$ cat config.mk
export PLATFORM = sky130hd
export DESIGN_NAME = si_status_indicator
export DESIGN_NICKNAME = d
export VERILOG_FILES = /design/src/verilog/si_pkg.sv /design/src/verilog/si_status_indicator.sv
export SDC_FILE = /design/constraint.sdc
export NUM_CORES = 1
export LEC_CHECK = 0
export ABC_AREA = 1
export BUFFER_PORTS_ARGS = -buffer_cell sky130_fd_sc_hd__buf_2
export CAP_MARGIN = 20
export CORE_ASPECT_RATIO = 1.2
export CORE_MARGIN = 4
export CORE_UTILIZATION = 30
export CTS_BUF_LIST = sky130_fd_sc_hd__clkbuf_2 sky130_fd_sc_hd__clkbuf_4 sky130_fd_sc_hd__clkbuf_8
export CTS_CLUSTER_DIAMETER = 120
export DETAILED_ROUTE_END_ITERATION = 7
export HOLD_SLACK_MARGIN = 0.02
export MAX_ROUTING_LAYER = met4
export SYNTH_ARGS = -nofsm -noshare
export SYNTH_HDL_FRONTEND = slang
export SYNTH_SLANG_ARGS = --single-unit
$ cat constraint.sdc
create_clock -name pclk -period 2.4 [get_ports pclk]
set_clock_uncertainty 0.05 [all_clocks]
set_input_delay 0 -clock pclk [delete_from_list [all_inputs] [get_ports pclk]]
set_output_delay 0 -clock pclk [all_outputs]
set_load 0.05 [all_outputs]
$ cat src/verilog/si_pkg.sv
/*
 * si_pkg: constants, register map and carrier types of the status indicator driver.
 * assumes one 100 MHz clock; all status inputs are synchronous to that clock.
 */
package si_pkg;

    // clock and timing
    localparam longint unsigned SI_CLK_HZ        = 100_000_000;  // pclk rate in Hz
    localparam longint unsigned SI_DISP_OFF_S    = 60;           // display sleep time in s
    localparam longint unsigned SI_DISP_OFF_CYC  = SI_DISP_OFF_S * SI_CLK_HZ;
    localparam longint unsigned SI_BLINK_HALF_MS = 250;          // half blink period in ms
    localparam longint unsigned SI_BLINK_HALF_CYC = (SI_BLINK_HALF_MS * SI_CLK_HZ) / 1000;

    // register offsets (byte addresses)
    localparam logic [11:0] SI_OFF_CTRL   = 12'h000;  // mode control, read/write
    localparam logic [11:0] SI_OFF_STATUS = 12'h004;  // led and display state, read only

    // control field positions and reset value
    localparam int          SI_CTRL_RESET_MODE = 0;   // restart interlock configured
    localparam int          SI_CTRL_AUTO_MODE  = 1;   // automatic restart after delay
    localparam int          SI_CTRL_SLEEP_EN   = 2;   // display sleep allowed
    localparam logic [2:0]  SI_CTRL_RST        = 3'h5;

    // status field positions
    localparam int          SI_ST_LEDS  = 0;          // bits 8:0 led vector
    localparam int          SI_ST_DISP  = 12;         // display awake
    localparam int          SI_ST_PAGE  = 16;         // bits 19:16 detail page

    // scanner side status
    typedef struct packed {
        logic safe_on_any;     // at least one safety output on
        logic field_off_any;   // output off due to interrupted field
        logic error_off_any;   // output off due to an error
        logic interlock_trig;  // restart interlock triggered
        logic restart_delay;   // automatic restart delay running
        logic warn_any;        // warning field interrupted
        logic notify;          // other pending notification
    } si_scan_t;

    // network side status
    typedef struct packed {
        logic link_up;         // ethernet link established
        logic traffic;         // data moving on the port
        logic ip_ok;           // connected with an ip address
        logic app_conn;        // application connection open
        logic ip_dup;          // ip address used elsewhere
        logic conn_warn;       // connection interrupted, reset or re-made
        logic conn_lost;       // connection interrupted or terminated
    } si_net_t;

    // module health status
    typedef struct packed {
        logic operating;       // normal operation
        logic sleep_ready;     // sleeping or ready, not yet running
        logic serious_err;     // not operational
        logic minor_err;       // correctable error present
        logic selftest_cfg;    // self test, configuring or config error
    } si_mod_t;

    // led drive vector
    typedef struct packed {
        logic on_green;        // first status led
        logic off_red;         // second status led
        logic restart_yellow;  // third status led
        logic link_green;      // link_activity_led green
        logic link_yellow;     // link_activity_led yellow
        logic net_green;       // network_state_led green
        logic net_red;         // network_state_led red
        logic mod_green;       // module_health_led green
        logic mod_red;         // module_health_led red
    } si_leds_t;

endpackage

$ cat src/verilog/si_status_indicator.sv
/*
 * si_status_indicator: turns scanner, network and module status into led patterns,
 * sleeps and wakes the display, steps detail pages, and offers an apb register port.
 * assumes status inputs and the pushbutton are synchronous to pclk and debounced.
 */
// Function
// - green on-led while any output on
// - red off-led steady on field interruption
// - red off-led flashes on error off
// - reset mode: yellow flashes while interlock triggered
// - auto restart: yellow lit during delay
// - yellow steady when warning field interrupted
// - link led steady green on link
// - link led flashes yellow on traffic
// - net led green: ip and application connection
// - net led flashes green without application connection
// - net led steady red on duplicate ip
// - net led flashes red on connection warning
// - net led alternates red/green on lost connection
// - module led steady green in operation
// - module led flashes green sleeping or ready
// - module led steady red on serious error
// - module led flashes red on correctable error
// - module led alternates during test or configuration
// - display off after quiet 60 s
// - brief press wakes a sleeping display
// - press while awake steps detail pages
// - indicators never feed back into safety logic
`timescale 1ns/1ns
module si_status_indicator
    import si_pkg::*;
#(
    parameter longint unsigned DISP_OFF_CYC   = SI_DISP_OFF_CYC,   // display sleep delay
    parameter longint unsigned BLINK_HALF_CYC = SI_BLINK_HALF_CYC, // half blink period
    parameter int              PAGE_W         = 4                  // detail page index width
) (
    input  wire logic              pclk,        // system clock
    input  wire logic              presetn,     // async reset, active low
    input  wire logic              pce,         // clock enable, freezes all state when low
    input  wire logic              psel,        // apb select
    input  wire logic              penable,     // apb access phase
    input  wire logic              pwrite,      // apb direction
    input  wire logic [11:0]       paddr,       // apb byte address
    input  wire logic [31:0]       pwdata,      // apb write data
    output logic      [31:0]       prdata,      // apb read data
    output logic                   pready,      // apb ready
    output logic                   pslverr,     // apb error on unmapped address
    input  wire si_scan_t          scan_st,     // scanner status
    input  wire si_net_t           net_st,      // network status
    input  wire si_mod_t           mod_st,      // module status
    input  wire logic              button,      // pushbutton level, high pressed
    input  wire logic [PAGE_W-1:0] page_count,  // number of detail pages
    output si_leds_t               leds,        // led drive
    output logic                   display_on,  // display awake
    output logic [PAGE_W-1:0]      detail_page, // 0 overview, else detail page
    output logic                   page_marker  // show page count at top right
);

    // blink timer state
    logic [63:0]       blink_cnt;   // cycles within half period
    logic              blink_ph;    // flash phase, high = lit
    // control and display state
    logic [2:0]        ctrl;        // mode control register
    logic [63:0]       quiet_cnt;   // cycles of quiet display
    logic              button_q;    // previous pushbutton level
    logic              press;       // pushbutton press edge
    logic              quiet;       // nothing to show
    si_leds_t          next_leds;   // led pattern for next cycle
    logic              apb_setup;   // apb setup cycle
    logic              apb_done;    // apb completing access
    logic              addr_ok;     // mapped address
    logic [31:0]       status_word; // status register value

    // shared half period timer for every flash pattern
    always_ff @(posedge pclk or negedge presetn) begin
        if (!presetn) begin
            blink_cnt <= 64'h0;
            blink_ph  <= 1'b0;
        end else if (pce) begin
            if (blink_cnt >= BLINK_HALF_CYC - 64'h1) begin
                blink_cnt <= 64'h0;
                blink_ph  <= ~blink_ph;
            end else begin
                blink_cnt <= blink_cnt + 64'h1;
            end
        end
    end

    // led pattern selection, higher priority first within each led
    always_comb begin
        next_leds = '0;
        // on-led follows the safety outputs directly
        next_leds.on_green = scan_st.safe_on_any;
        // off-led: error flash outranks the steady field indication
        if (scan_st.error_off_any) begin
            next_leds.off_red = blink_ph;
        end else if (scan_st.field_off_any) begin
            next_leds.off_red = 1'b1;
        end
        // restart / warning led: flash, then delay, then steady warning
        if (ctrl[SI_CTRL_RESET_MODE] && scan_st.interlock_trig) begin
            next_leds.restart_yellow = blink_ph;
        end else if (ctrl[SI_CTRL_AUTO_MODE] && scan_st.restart_delay) begin
            next_leds.restart_yellow = 1'b1;
        end else if (scan_st.warn_any) begin
            next_leds.restart_yellow = 1'b1;
        end
        // link led: traffic flash outranks steady link
        if (net_st.traffic) begin
            next_leds.link_yellow = blink_ph;
        end else if (net_st.link_up) begin
            next_leds.link_green = 1'b1;
        end
        // network led
        if (net_st.ip_dup) begin
            next_leds.net_red = 1'b1;
        end else if (net_st.conn_lost) begin
            next_leds.net_red   = blink_ph;
            next_leds.net_green = ~blink_ph;
        end else if (net_st.conn_warn) begin
            next_leds.net_red = blink_ph;
        end else if (net_st.ip_ok && !net_st.app_conn) begin
            next_leds.net_green = blink_ph;
        end else if (net_st.ip_ok && net_st.app_conn) begin
            next_leds.net_green = 1'b1;
        end
        // module led
        if (mod_st.serious_err) begin
            next_leds.mod_red = 1'b1;
        end else if (mod_st.selftest_cfg) begin
            next_leds.mod_red   = blink_ph;
            next_leds.mod_green = ~blink_ph;
        end else if (mod_st.minor_err) begin
            next_leds.mod_red = blink_ph;
        end else if (mod_st.sleep_ready) begin
            next_leds.mod_green = blink_ph;
        end else if (mod_st.operating) begin
            next_leds.mod_green = 1'b1;
        end
    end

    // led register; outputs only, nothing here returns to safety logic
    always_ff @(posedge pclk or negedge presetn) begin
        if (!presetn) begin
            leds <= '0;
        end else if (pce) begin
            leds <= next_leds;
        end
    end

    // pushbutton press edge
    assign press = button & ~button_q;
    // quiet: all fields clear and nothing pending
    assign quiet = ~(scan_st.field_off_any | scan_st.error_off_any | scan_st.warn_any
                   | scan_st.interlock_trig | scan_st.restart_delay | scan_st.notify);

    always_ff @(posedge pclk or negedge presetn) begin
        if (!presetn) begin
            button_q <= 1'b0;
        end else if (pce) begin
            button_q <= button;
        end
    end

    // display sleep timer and wake
    always_ff @(posedge pclk or negedge presetn) begin
        if (!presetn) begin
            display_on <= 1'b1;
            quiet_cnt  <= 64'h0;
        end else if (pce) begin
            if (!display_on) begin
                quiet_cnt <= 64'h0;
                if (press || !quiet) begin
                    display_on <= 1'b1;
                end
            end else if (!quiet || press || !ctrl[SI_CTRL_SLEEP_EN]) begin
                quiet_cnt <= 64'h0;                                      // interval restarts
            end else if (quiet_cnt >= DISP_OFF_CYC - 64'h1) begin
                display_on <= 1'b0;
                quiet_cnt  <= 64'h0;
            end else begin
                quiet_cnt <= quiet_cnt + 64'h1;
            end
        end
    end

    // detail page stepping
    always_ff @(posedge pclk or negedge presetn) begin
        if (!presetn) begin
            detail_page <= '0;
            page_marker <= 1'b0;
        end else if (pce) begin
            page_marker <= display_on && (page_count > PAGE_W'(1));
            if (!display_on) begin
                detail_page <= '0;
            end else if (press) begin
                if (page_count == '0) begin
                    detail_page <= '0;
                end else if (detail_page >= page_count) begin
                    detail_page <= PAGE_W'(1);
                end else begin
                    detail_page <= detail_page + PAGE_W'(1);
                end
            end
        end
    end

    // apb decode
    assign apb_setup = psel & ~penable & ~pready;
    assign apb_done  = psel & penable & pready;
    assign addr_ok   = (paddr == SI_OFF_CTRL) || (paddr == SI_OFF_STATUS);
    assign status_word = {12'h000, 4'(detail_page), 3'h0, display_on, 3'h0, leds};

    // apb answer: one wait-free access phase after each setup
    always_ff @(posedge pclk or negedge presetn) begin
        if (!presetn) begin
            pready  <= 1'b0;
            pslverr <= 1'b0;
            prdata  <= 32'h0;
        end else if (pce) begin
            pready  <= apb_setup;
            pslverr <= apb_setup & ~addr_ok;
            if (apb_setup && !pwrite && paddr == SI_OFF_CTRL) begin
                prdata <= {29'h0, ctrl};
            end else if (apb_setup && !pwrite && paddr == SI_OFF_STATUS) begin
                prdata <= status_word;
            end else begin
                prdata <= 32'h0;
            end
        end
    end

    // control register write
    always_ff @(posedge pclk or negedge presetn) begin
        if (!presetn) begin
            ctrl <= SI_CTRL_RST;
        end else if (pce && apb_done && pwrite && paddr == SI_OFF_CTRL) begin
            ctrl <= pwdata[2:0];
        end
    end
endmodule // si_status_indicator

# Word-level counts from Yosys, hierarchy flattened
# Cells that the tools add are included.
dict set report classes {
  n_reduce_logical 21
  muxes 36
  bitwise_logic 16
  magnitude_cmp 4
  addsub 3
  n_eq_ne 2
}
# operator count
set ops {}
lappend ops {{$mux W64} 4}
lappend ops {{$add A64 B1 Y64 const B} 2}
lappend ops {{$ge A64 B25 Y1 const B} 1}
lappend ops {{$ge A64 B33 Y1 const B} 1}
lappend ops {{$mux W20} 2}
lappend ops {{$mux W1} 24}
lappend ops {{$mux W4} 4}
lappend ops {{$eq A12 B3 Y1 const B} 1}
lappend ops {{$logic_not A12 Y1} 1}
lappend ops {{$logic_and A1 B1 Y1} 11}
lappend ops {{$and A1 B1 Y1} 6}
lappend ops {{$not A1 Y1} 5}
lappend ops {{$or A1 B1 Y1} 5}
lappend ops {{$add A4 B1 Y4 const B} 1}
lappend ops {{$ge A4 B4 Y1} 1}
lappend ops {{$gt A4 B1 Y1 const B} 1}
lappend ops {{$logic_not A4 Y1} 1}
lappend ops {{$mux W2} 2}
lappend ops {{$reduce_and A2 Y1} 2}
lappend ops {{$logic_not A1 Y1} 3}
lappend ops {{$logic_or A1 B1 Y1} 3}
lappend ops {{$ne A2 B1 Y1 const B} 1}
dict set report totals {
  elab_cells 102
  reg_bits 182
  out_inout_bits 49
  in_bits 74
}

# Depth between registers and ports, before layout
# Gate-level depths: netlist of run 1.
dict set report depth {
  depth_word 9
  mapped_depth 13
  ltp_nobuf 12
}

# Worst setup path after synthesis of run 1
# Ideal clock, no wire load.
dict set report synth_path {
  path_kind {reg-to-reg}
  start {register detail_page[0]}
  end {register detail_page[1]}
  t_required_ns 2.268
  setup_ns 0.082
  synth_period_minus_slack_ns 1.802
  n_path_buf 0
  stages_incl_launch_ff 7
  setup_slack_ns 0.598
  arrival_time_ns 1.670
  path_cell_list {dfrtp_1 inv_1 ha_1 nand4_1 nand3_1 or2_2 o22ai_1}
}
dict set report synth_via {
  elab_chain_cells 5
  elab_cells_between_ends 6
  classes_between {add/sub (1); order compare (1); mux (4)}
}
# element line_no
set synth_rtl {}
lappend synth_rtl {{start: declaration} si_status_indicator.sv:55} ;# output logic [PAGE_W-1:0] detail_page,
lappend synth_rtl {{start signal: assignment} si_status_indicator.sv:202} ;# detail_page <= detail_page + PAGE_W'(1);
lappend synth_rtl {{$add A4 B1 Y4 / $ge A4 B4 Y1 (equally long branches)} {si_status_indicator.sv:202, si_status_indicator.sv:199}}
lappend synth_rtl {{$mux W4 *} si_status_indicator.sv:199} ;# end else if (detail_page >= page_count) begin
lappend synth_rtl {{$mux W4 *} si_status_indicator.sv:197} ;# if (page_count == '0) begin
lappend synth_rtl {{$mux W4 *} si_status_indicator.sv:196} ;# end else if (press) begin
lappend synth_rtl {{$mux W4 *} si_status_indicator.sv:194} ;# if (!display_on) begin
# Every way passes the cells marked *; elsewhere a longest branch is shown, timed or not. The select of a mux whose other input is x is not followed.
# A chain may end at the register's enable or synchronous reset.

# Worst setup path in the final report of run 1
dict set report layout_path {
  start {input port paddr[4]}
  end {register ctrl[1]}
}
dict set report layout_via {
  elab_chain_cells 2
}
# element line_no
set layout_rtl {}
lappend layout_rtl {{start: declaration} si_status_indicator.sv:43} ;# input wire logic [11:0] paddr,
lappend layout_rtl {{$logic_not A12 Y1} si_status_indicator.sv:237} ;# end else if (pce && apb_done && pwrite && paddr == SI_OFF_CTRL) begin
lappend layout_rtl {{$logic_and A1 B1 Y1} si_status_indicator.sv:237}
lappend layout_rtl {{end signal: assignment} si_status_indicator.sv:238} ;# ctrl <= pwdata[2:0];
lappend layout_rtl {{end: declaration} si_status_indicator.sv:63} ;# logic [2:0] ctrl;
# No other way between the ends.

==> reports/qor.yml, run 1 <==
detailed_routing:
  drt-wirelength-per-cell_um: 12.5
  vias: 6908
  viasPerCell: 4.45
  drc: 0
  ant_nets: 0
  drtIter0Drc: 393
  drt_first_pass_iters: 5
  totalWireLength_mm: 19.4
sta:
  tightest_slew_ns: 0.692
  holdWs_ns: 0.0260
  finalMaxSlewViolations: 0
  hold_viol: 0
  min_period_ns: 2.37
  fin_crit_sh: 0.989
  setup_viol: 0
  grt_setup_unrepaired: "no"
  relSlewSlack: 0.539
  setup_slack_ns: 0.0264
  fin_tns_setup_ns: 0
  fmax_mhz: 421
critical_path:
  critical_path_class: "in -> reg"
  required_ns: 2.70
  crit_path_max_incr_delay_ns: 0.61
  endpoint_kind: "flip-flop"
  cpMostUsedCell: "dlygate4sd3_1"
  crit_chain: "dlygate4sd3_1 > buf_2 > nor2_1 > nand2_1 > dlygate4sd3_1 > nor2_4 > nand3_1 > mux2_2 > dlygate4sd3_1"
  crit_arrival_ns: 2.67
  ff2ff_path_depth: 7
  startpoint_type: "primary input"
  crit_fanout: 6
  path_depth: 9
  crit_buf_inv: 4
  crit_slowest_cell: "dlygate4sd3_1"
  cpLargestDelayFamily: "buffers and inverters"
cts:
  cts_htree_levels: 4
  root_buffer: "clkbuf_8"
  clk_pin_slew_ns: 0.10
  clock_sinks: 164
  clk_latency_ns: 0.47
  cts_tree: "done"
  numCtsBuffers: 17
  clock_path_buffers: 2
job:
  drv_cap: 0
global_routing:
  grt_pass1_wl_mm: 32.4
  grt_usage: 0.133
  grt_max_degree: 72
  busiest_layer: "met2"
  grtUsageMet3: 0.0274
  first_global_vias: 6678
  met2_usage: 0.212
  grt-ovfl-total: 0
  use_met1: 0.170
  antenna_found_initial: 0
finish:
  drive_above_1_share: 0.151
  final_cell_mix: "nand2_1, nor2_1, dfrtp_1"
  fill_cells: 2805
  fin_cells: 1554
  final_common_cell: "nand2_1"
  antenna_cells: 0
  finalCoreUtilization: 0.366
  fin_area_um2: 9990
  area_delta_synth_final_pct: 19.2
  fin_nets: 1248
placement:
  dpl.hpwl_mm: 13.5
  place_area_um2: 9110
  dp.cells: 1474
  place_ws_ns: 0.615
  numPortBuffers: 75
  gp_congestion: 0.873
yosys:
  netlist_instances: 1047
  async_reset_ff_frac: 1.00
  synth_seq_area_share: 0.490
  yosys_warnings: 0
  yosysTopAreaCell: "dfrtp_1"
  synth_edf_count: 0
  synth_top_area_frac: 0.481
  synth.cell_area_um2: 8380
  yosys.cell_types.count: 45
  ys_top_cells_by_area: "dfrtp_1, nand2_1, nor2_1, inv_1, nand3_1"
  syn_area_per_cell_um2: 8.01
  ys_ff_latch: 164
  synth_ff_type: "dfrtp_1"
die:
  die_h_um: 191
  io_pins: 123
  initial_utilization: 0.307
  row_count: 66
  core_um2: 27300
  dieArea_um2: 30700
  fp.dieW_um: 161
pwr:
  finalPower_mw: 5.87
  leakage_nw: 4.89
  powerDensity_nw_per_um2: 588
  peakVddDrop_uv: 310
run_status:
  outcome: "finished, final reports clean"
min_path:
  holdCritPathClass: "in -> async"
[cell usage after synthesis (7+ instances only)]
cell      number
xor2_1        30
clkbuf_1      13
nand4_1       27
inv_1        141
nor2_1       176
nor2_2        13
a21oi_1       28
nand2_1      229
nor3_1        14
ha_1           7
o31ai_1       10
dfrtp_1      161
buf_1          7
nand3_1       60
o21ai_0       19
buf_4         21
xnor2_1       10
nand3_2       14
nand2_2        7
[worst register-to-register path: cells and delay by family, from the launching register on]
| family | cells | cell delay, ns |
|---|---|---|
| buffers and inverters | 3 | 1.28 |
| flip-flops | 1 | 0.38 |
| AND/OR/NAND/NOR | 3 | 0.32 |
| AO/OA/AOI/OAI | 1 | 0.13 |
[state kept, by name (all words and copies together) (netlist names)]
register	count
leds	9
ctrl	3
detail_page	4
blink_cnt	64
quiet_cnt	64
prdata	14
page_marker	1
button_q	1
blink_ph	1
pready	1
pslverr	1
display_on	1
[cell type report]
| class | instances | area (um^2) | share of cell area |
|---|---|---|---|
| sequential | 164 | 4110 | 0.411 |
| multi-input combinational | 703 | 3490 | 0.350 |
| timing repair buffer | 135 | 980 | 0.0981 |
| inverter | 146 | 548 | 0.0549 |
| tap | 374 | 468 | 0.0468 |
| clock buffer | 17 | 234 | 0.0234 |
| clock inverter | 15 | 159 | 0.0159 |
[path summary, 6_finish.rpt]
kind / endpoint / start / slack (ns)
worst max-delay path: ctrl[1]$_DFFE_PN0P_ / paddr[4] / 0.03
worst min register to register: blink_cnt[63]$_DFFE_PN0P_ / blink_cnt[63]$_DFFE_PN0P_ / 0.43
min in group pclk: detail_page[0]$_DFFE_PN0P_ / page_count[3] / 0.15
max in group asynchronous: ctrl[0]$_DFFE_PN1P_ / presetn / 1.51
worst min-delay path: blink_cnt[57]$_DFFE_PN0P_ / presetn / 0.03
worst max register to register: prdata[2]$_DFFE_PN0P_ / pready$_DFFE_PN0P_ / 0.17
[kinds of logic (layout without fill, tap and decap cells)]
group / count (synthesis) / in the layout / share of synthesized area
buf+inv: 197 / 313 / 0.102
fa+ha+maj: 7 / 7 / 0.0104
flops: 164 / 164 / 0.490
compound gates: 78 / 78 / 0.0549
other cells: 1 / 18 / 0.000447
simple gates: 557 / 557 / 0.296
mux: 3 / 3 / 0.00403
xor+xnor: 40 / 40 / 0.0418
[where the power goes]
| part | switching [mW] | leakage [nW] | internal (mW) |
|---|---|---|---|
| clock | 1.18 | 0.192 | 0.780 |
| sequential | 0.122 | 2.24 | 2.87 |
| combinational | 0.641 | 2.46 | 0.279 |
[timing repair]
item | in CTS | in global routing
gates resized for setup | 0 | 3
hold buffers | 49 | 0
endpoints found under the setup margin | 0 | 9
hold endpoints to repair | 191 | 0
setup buffers | 0 | 0
[layer usage]
metal,share of wire,vias up
met4,0.021,0
met3,0.038,27
met5,0,-
met2,0.48,142
met1,0.46,3260
li1,-,3479
(Power assumes the default switching activity.)
==> run 2: changes to the inputs <==
- CORE_ASPECT_RATIO: 1.2 -> default
==> run 2 against run 1 <==
Sequential power about the same. Cell count shrank 0.26%. Global-route usage down 0.14 points. Largest cell class unchanged. Combinational power is essentially flat. Setup slack improved by 0.14 ns. Sequential share of layout area up 0.18 points. Non-clock buffer count down 2. Critical path type unchanged.
==> reports/qor.yml, run 2 (synthesized netlist as in run 1, its figures left out) <==
critical_path:
  startpoint_type: "primary input"  # unchanged
  endpoint_kind: "flip-flop"  # unchanged
  crit_chain: "dlygate4sd3_1 > buf_2 > nor2_1 > nand2_1 > nor2_1 > dlygate4sd3_1 > nand2_1 > a22o_1 > dlygate4sd3_1"  # was dlygate4sd3_1 > buf_2 > nor2_1 > nand2_1 > dlygate4sd3_1 > nor2_4 > nand3_1 > mux2_2 > dlygate4sd3_1
  r2r_slack_ns: 0.28  # was 0.17 ns
  r2r_end: "pslverr$_DFFE_PN0P_"  # was prdata[2]$_DFFE_PN0P_
  rr_startpoint: "pready$_DFFE_PN0P_"  # unchanged
  ff2ff_path_depth: 6  # was 7
  crit_fanout: 7  # was 6
  cpMostUsedCell: "dlygate4sd3_1"  # unchanged
  crit_arrival_ns: 2.53  # was 2.67 ns
  crit_path_max_incr_delay_ns: 0.62  # was 0.61 ns
  crit_buf_inv: 4  # unchanged
  crit_slowest_cell: "dlygate4sd3_1"  # unchanged
  critical_path_class: "in -> reg"  # unchanged
  required_ns: 2.70  # about the same
  cpLargestDelayFamily: "buffers and inverters"  # unchanged
detailed_routing:
  totalWireLength_mm: 18.9  # was 19.4 mm
  drc: 0  # unchanged
  ant_nets: 0  # unchanged
  vias: 6791  # was 6,908
  drt_first_pass_iters: 5  # unchanged
  drt-wirelength-per-cell_um: 12.2  # was 12.5 um
  viasPerCell: 4.38  # was 4.45
  drtIter0Drc: 403  # was 393
finish:
  drive_above_1_share: 0.152  # was 0.151
  reg_top3: "blink_cnt x64, quiet_cnt x64, prdata x14"  # unchanged
  fin_nets: 1246  # was 1,248
  final_common_cell: "nand2_1"  # unchanged
  final_cell_mix: "nand2_1, nor2_1, dfrtp_1"  # unchanged
  fin_cells: 1550  # was 1,554
  area_delta_synth_final_pct: 18.7  # was 19.2%
  antenna_cells: 0  # unchanged
sta:
  setup_slack_ns: 0.169  # was 0.0264 ns
  hold_viol: 0  # unchanged
  min_period_ns: 2.23  # was 2.37 ns
  fin_crit_sh: 0.929  # was 0.989
  setup_viol: 0  # unchanged
  tightest_slew_ns: 0.718  # was 0.692 ns
  finalMaxSlewViolations: 0  # unchanged
  grt_setup_unrepaired: "no"  # unchanged
  fmax_mhz: 448  # was 421 MHz
  fin_tns_setup_ns: 0  # unchanged
  relSlewSlack: 0.522  # was 0.539
  holdWs_ns: 0.0452  # was 0.0260 ns
global_routing:
  grt_usage: 0.131  # was 0.133
  first_global_vias: 6822  # was 6,678
  grt-ovfl-total: 0  # unchanged
  grt_pass1_wl_mm: 32.5  # was 32.4 mm
  antenna_found_initial: 0  # unchanged
  grt_max_degree: 74  # was 72
pwr:
  p_int_mw: 4.05  # was 3.93 mW
  leakage_nw: 4.88  # was 4.89 nW
  finalPower_mw: 5.95  # was 5.87 mW
  switching_share: 0.320  # was 0.330
  powerDensity_nw_per_um2: 598  # was 588 nW/um^2
  pwr-share-clk: 0.341  # was 0.333
  peakVddDrop_uv: 332  # was 310 uV
  power_switching_mw: 1.90  # was 1.94 mW
  seq_power_share: 0.504  # was 0.510
  p_comb_frac: 0.155  # was 0.157
cts:
  clk_pin_slew_ns: 0.10  # about the same
  clock_sinks: 164  # unchanged
  cts_tree: "done"  # unchanged
  cts_htree_levels: 4  # unchanged
  numCtsBuffers: 17  # unchanged
  clk_latency_ns: 0.47  # about the same
  clock_path_buffers: 2  # unchanged
  root_buffer: "clkbuf_8"  # unchanged
die:
  row_count: 60  # was 66
  initial_utilization: 0.308  # was 0.307
  fp.dieW_um: 175  # was 161 um
  die_h_um: 175  # was 191 um
  dieArea_um2: 30700  # about the same
  io_pins: 123  # unchanged
  core_um2: 27300  # about the same
placement:
  dp.cells: 1474  # unchanged
  numPortBuffers: 75  # unchanged
  gp_congestion: 0.842  # was 0.873
  dpl.hpwl_mm: 13.2  # was 13.5 mm
  place_ws_ns: 0.542  # was 0.615 ns
job:
  drv_cap: 0  # unchanged
min_path:
  holdCritPathClass: "in -> async"  # unchanged
run_status:
  outcome: "finished, final reports clean"  # unchanged
[run 2: changes by cell type in the layout (fill, tap and decap cells not counted), sizes merged]
cell,before,now
clkinv,6,2
dlymetal6s4s,0,1
buf,87,89
inv,153,152
dlygate4sd3,48,43
clkbuf,17,19
clkinvlp,2,4
bufinv,0,1
[run 2: routing by layer]
| metal | vias to the layer above | track usage | wire length, um |
|---|---|---|---|
| li1 | 3462 | - | - |
| met5 | - | - | 0 |
| met1 | 3207 | 0.168 | 8870 |
| met4 | 0 | 0.0383 | 301 |
| met3 | 25 | 0.0279 | 594 |
| met2 | 97 | 0.210 | 9110 |
[run 2: final cells by class]
cell class	count	area [um^2]
Timing Repair Buffer	133	945
Fill cell	2814	17300
Clock inverter	13	140
Inverter	146	548
Multi-Input combinational cell	703	3490
Tap cell	372	465
Sequential cell	164	4110
Clock buffer	19	255
[run 2: how the worst max path moves through the flow]
stage	start	to	slack, ns	depth (start not counted)
4_1_cts	pready$_DFFE_PN0P_	prdata[2]$_DFFE_PN0P_	0.15	7
5_1_grt	pready$_DFFE_PN0P_	prdata[0]$_DFFE_PN0P_	0.08	8
3_3_place_gp	blink_cnt[11]$_DFFE_PN0P_	blink_cnt[23]$_DFFE_PN0P_	0.55	10
6_report	paddr[7]	pslverr$_DFFE_PN0P_	0.17	9
2_1_floorplan	detail_page[0]$_DFFE_PN0P_	detail_page[1]$_DFFE_PN0P_	0.60	6
3_5_place_dp	quiet_cnt[0]$_DFFE_PN0P_	quiet_cnt[17]$_DFFE_PN0P_	0.54	11
[run 2: power groups by stage]
| stage | sequential, mW | combinational [mW] | clock [mW] |
|---|---|---|---|
| finish | 3.00 | 0.923 | 2.03 |
| global route | 3.01 | 1.02 | 2.22 |
| floorplan | 3.20 | 0.448 | 0 |
| global placement | 3.05 | 0.858 | 0 |
| CTS | 3.00 | 0.930 | 2.10 |
| detailed placement | 3.05 | 0.875 | 0 |
[run 2: timing repair]
action                                  CTS  global route
hold buffers                             44             0
endpoints found under the setup margin    0             2
hold endpoints to repair                175             0
setup buffers                             0             0
resized for setup                         0             2
[run 2: stage by stage]
stage	util	area [um^2]
after floorplan	-	8450
after global placement	0.334	9110
after detailed placement	0.334	9110
after CTS	0.365	9940
after global routing	0.365	9950
final	0.365	9950
==> run 3: changes to the inputs <==
- CORE_UTILIZATION: 30 -> 45
- PLACE_DENSITY: default -> 0.65
==> run 3 against run 2 <==
Via count is 1.4% higher. Global-route usage is 5.8 points higher. Critical endpoint is now ctrl[1]$_DFFE_PN0P_. Utilization is 18 points higher. Setup slack worse by 0.024 ns. Critical path type unchanged. Clock-buffer cell count is 1 higher. Cell area is 1.3% lower. Critical path depth is 1 higher. First-iteration DRC count is 34% higher.
==> reports/qor.yml, run 3 (synthesized netlist as in run 1, its figures left out) <==
run_status:
  outcome: "finished, final reports clean"  # unchanged
cts:
  cts_htree_levels: 4  # unchanged
  cts_tree: "done"  # unchanged
  numCtsBuffers: 17  # unchanged
  clock_sinks: 164  # unchanged
  clock_path_buffers: 2  # unchanged
  clk_pin_slew_ns: 0.09  # was 0.10 ns
  post-cts-setup-buffers: 0  # unchanged
  clk_latency_ns: 0.47  # about the same
  root_buffer: "clkbuf_8"  # unchanged
detailed_routing:
  vias: 6884  # was 6,791
  drt-wirelength-per-cell_um: 13.2  # was 12.2 um
  drtIter0Drc: 541  # was 403
  totalWireLength_mm: 18.5  # was 18.9 mm
  drt_first_pass_iters: 5  # unchanged
  drc: 0  # unchanged
  ant_nets: 0  # unchanged
  viasPerCell: 4.89  # was 4.38
sta:
  fmax_mhz: 444  # was 448 MHz
  holdWs_ns: 0.0238  # was 0.0452 ns
  min_period_ns: 2.25  # was 2.23 ns
  finalMaxSlewViolations: 0  # unchanged
  setup_viol: 0  # unchanged
  fin_crit_sh: 0.939  # was 0.929
  relSlewSlack: 0.456  # was 0.522
  grt_setup_unrepaired: "no"  # unchanged
  fin_tns_setup_ns: 0  # unchanged
  hold_viol: 0  # unchanged
  tightest_slew_ns: 0.816  # was 0.718 ns
critical_path:
  cpLargestDelayFamily: "buffers and inverters"  # unchanged
  r2r_end: "leds[6]$_DFFE_PN0P_"  # was pslverr$_DFFE_PN0P_
  crit_fanout: 7  # unchanged
  crit_slowest_cell: "dlygate4sd3_1"  # unchanged
  startpoint_type: "primary input"  # unchanged
  ff2ff_path_depth: 6  # unchanged
  crit_arrival_ns: 2.55  # was 2.53 ns
  crit_path_start: "paddr[11]"  # was paddr[7]
  endpoint_kind: "flip-flop"  # unchanged
  cpMostUsedCell: "dlygate4sd3_1"  # unchanged
  rr_startpoint: "ctrl[1]$_DFFE_PN0P_"  # was pready$_DFFE_PN0P_
  critical_path_class: "in -> reg"  # unchanged
  required_ns: 2.70  # about the same
  r2r_slack_ns: 0.32  # was 0.28 ns
  crit_buf_inv: 5  # was 4
  crit_chain: "dlygate4sd3_1 > buf_2 > nor2_1 > dlygate4sd3_1 > nand2_1 > nor2_1 > buf_4 > nand3_4 > mux2_2 > dlygate4sd3_1"  # was dlygate4sd3_1 > buf_2 > nor2_1 > nand2_1 > nor2_1 > dlygate4sd3_1 > nand2_1 > a22o_1 > dlygate4sd3_1
  crit_path_max_incr_delay_ns: 0.55  # was 0.62 ns
pwr:
  power_switching_mw: 1.84  # was 1.90 mW
  seq_power_share: 0.498  # was 0.504
  switching_share: 0.307  # was 0.320
  p_comb_frac: 0.154  # was 0.155
  powerDensity_nw_per_um2: 612  # was 598 nW/um^2
  pwr-share-clk: 0.348  # was 0.341
  p_int_mw: 4.16  # was 4.05 mW
  peakVddDrop_uv: 493  # was 332 uV
  leakage_nw: 4.89  # was 4.88 nW
finish:
  fin_area_um2: 9820  # was 9950 um^2
  drive_above_1_share: 0.151  # was 0.152
  final_common_cell: "nand2_1"  # unchanged
  reg_top3: "blink_cnt x64, quiet_cnt x64, prdata x14"  # unchanged
  fin_cells: 1407  # was 1,550
  antenna_cells: 0  # unchanged
  fin_nets: 1246  # unchanged
  final_cell_mix: "nand2_1, nor2_1, dfrtp_1"  # unchanged
  fill_cells: 1698  # was 2,814
  area_delta_synth_final_pct: 17.1  # was 18.7%
global_routing:
  first_global_vias: 6588  # was 6,822
  grt-ovfl-total: 0  # unchanged
  grt_max_degree: 84  # was 74
  grt_usage: 0.190  # was 0.131
  antenna_found_initial: 0  # unchanged
  grt_pass1_wl_mm: 31.4  # was 32.5 mm
placement:
  dp.cells: 1329  # was 1,474
  dpl.hpwl_mm: 12.3  # was 13.2 mm
  numPortBuffers: 75  # unchanged
  gp_congestion: 0.872  # was 0.842
  place_area_um2: 8930  # was 9110 um^2
die:
  dieArea_um2: 20900  # was 30,700 um^2
  initial_utilization: 0.462  # was 0.308
  row_count: 49  # was 60
  io_pins: 123  # unchanged
  fp.dieW_um: 145  # was 175 um
  core_um2: 18100  # was 27,300 um^2
  die_h_um: 145  # was 175 um
job:
  drv_cap: 0  # unchanged
min_path:
  holdCritPathClass: "in -> async"  # unchanged
-- run 3: cell types whose count changed in the layout (fill, tap and decap cells not counted), sizes merged --
cell / previous run / this run
buf: 89 / 87
clkbuf: 19 / 20
clkinv: 2 / 4
bufinv: 1 / 2
inv: 152 / 149
clkinvlp: 4 / 3
dlymetal6s4s: 1 / 0
dlygate4sd3: 43 / 46
-- run 3: worst register-to-register path: cells and delay by family, from the launching register on --
| family | cells | cell delay (ns) |
|---|---|---|
| simple gates | 1 | 0.05 |
| buf+inv | 2 | 1.12 |
| compound gates | 3 | 0.33 |
| flops | 1 | 0.43 |
-- run 3: repair_timing --
item / 4_1_cts / 5_1_grt
resized for setup: 0 / 3
hold endpoints to repair: 193 / 1
hold buffers: 46 / 1
setup endpoints to repair: 0 / 4
-- run 3: power groups by stage --
stage	clock network (mW)	logic [mW]	registers [mW]
floorplan	0	0.448	3.20
global placement	0	0.845	3.04
finish	2.09	0.925	2.99
CTS	2.15	0.924	2.99
detailed placement	0	0.861	3.04
global route	2.26	1.02	3.00
-- run 3: final cells by class --
class / instances / area, um^2 / area share
clock buffer: 20 / 269 / 0.0274
clock inverter: 12 / 146 / 0.0149
inverter: 146 / 548 / 0.0558
multi-input combinational: 703 / 3500 / 0.356
sequential: 164 / 4110 / 0.418
tap: 229 / 287 / 0.0292
timing repair buffer: 133 / 960 / 0.0978
-- run 3: worst max path at each step --
stage	end	slack (ns)	cells past startpoint
after floorplan	detail_page[1]$_DFFE_PN0P_	0.60	6
after global placement	quiet_cnt[16]$_DFFE_PN0P_	0.51	10
after detailed placement	quiet_cnt[8]$_DFFE_PN0P_	0.48	10
after CTS	prdata[0]$_DFFE_PN0P_	0.15	7
after global routing	ctrl[1]$_DFFE_PN0P_	0.01	10
final	ctrl[1]$_DFFE_PN0P_	0.15	10
-- run 3: per-stage QoR --
step | power, mW | worst slack, ns | utilization
final | 6.01 | 0.146 | 0.541
after global routing | 6.29 | 0.0132 | 0.541
after CTS | 6.06 | 0.151 | 0.540
after detailed placement | 3.90 | 0.485 | 0.492
after global placement | 3.88 | 0.513 | 0.492
after floorplan | 3.65 | 0.598 | -
-- run 3: layer usage --
metal | global-route usage | wire length [um]
met3 | 0.0403 | 692
met1 | 0.255 | 8460
met4 | 0.0520 | 308
met5 | - | 0
met2 | 0.294 | 9070
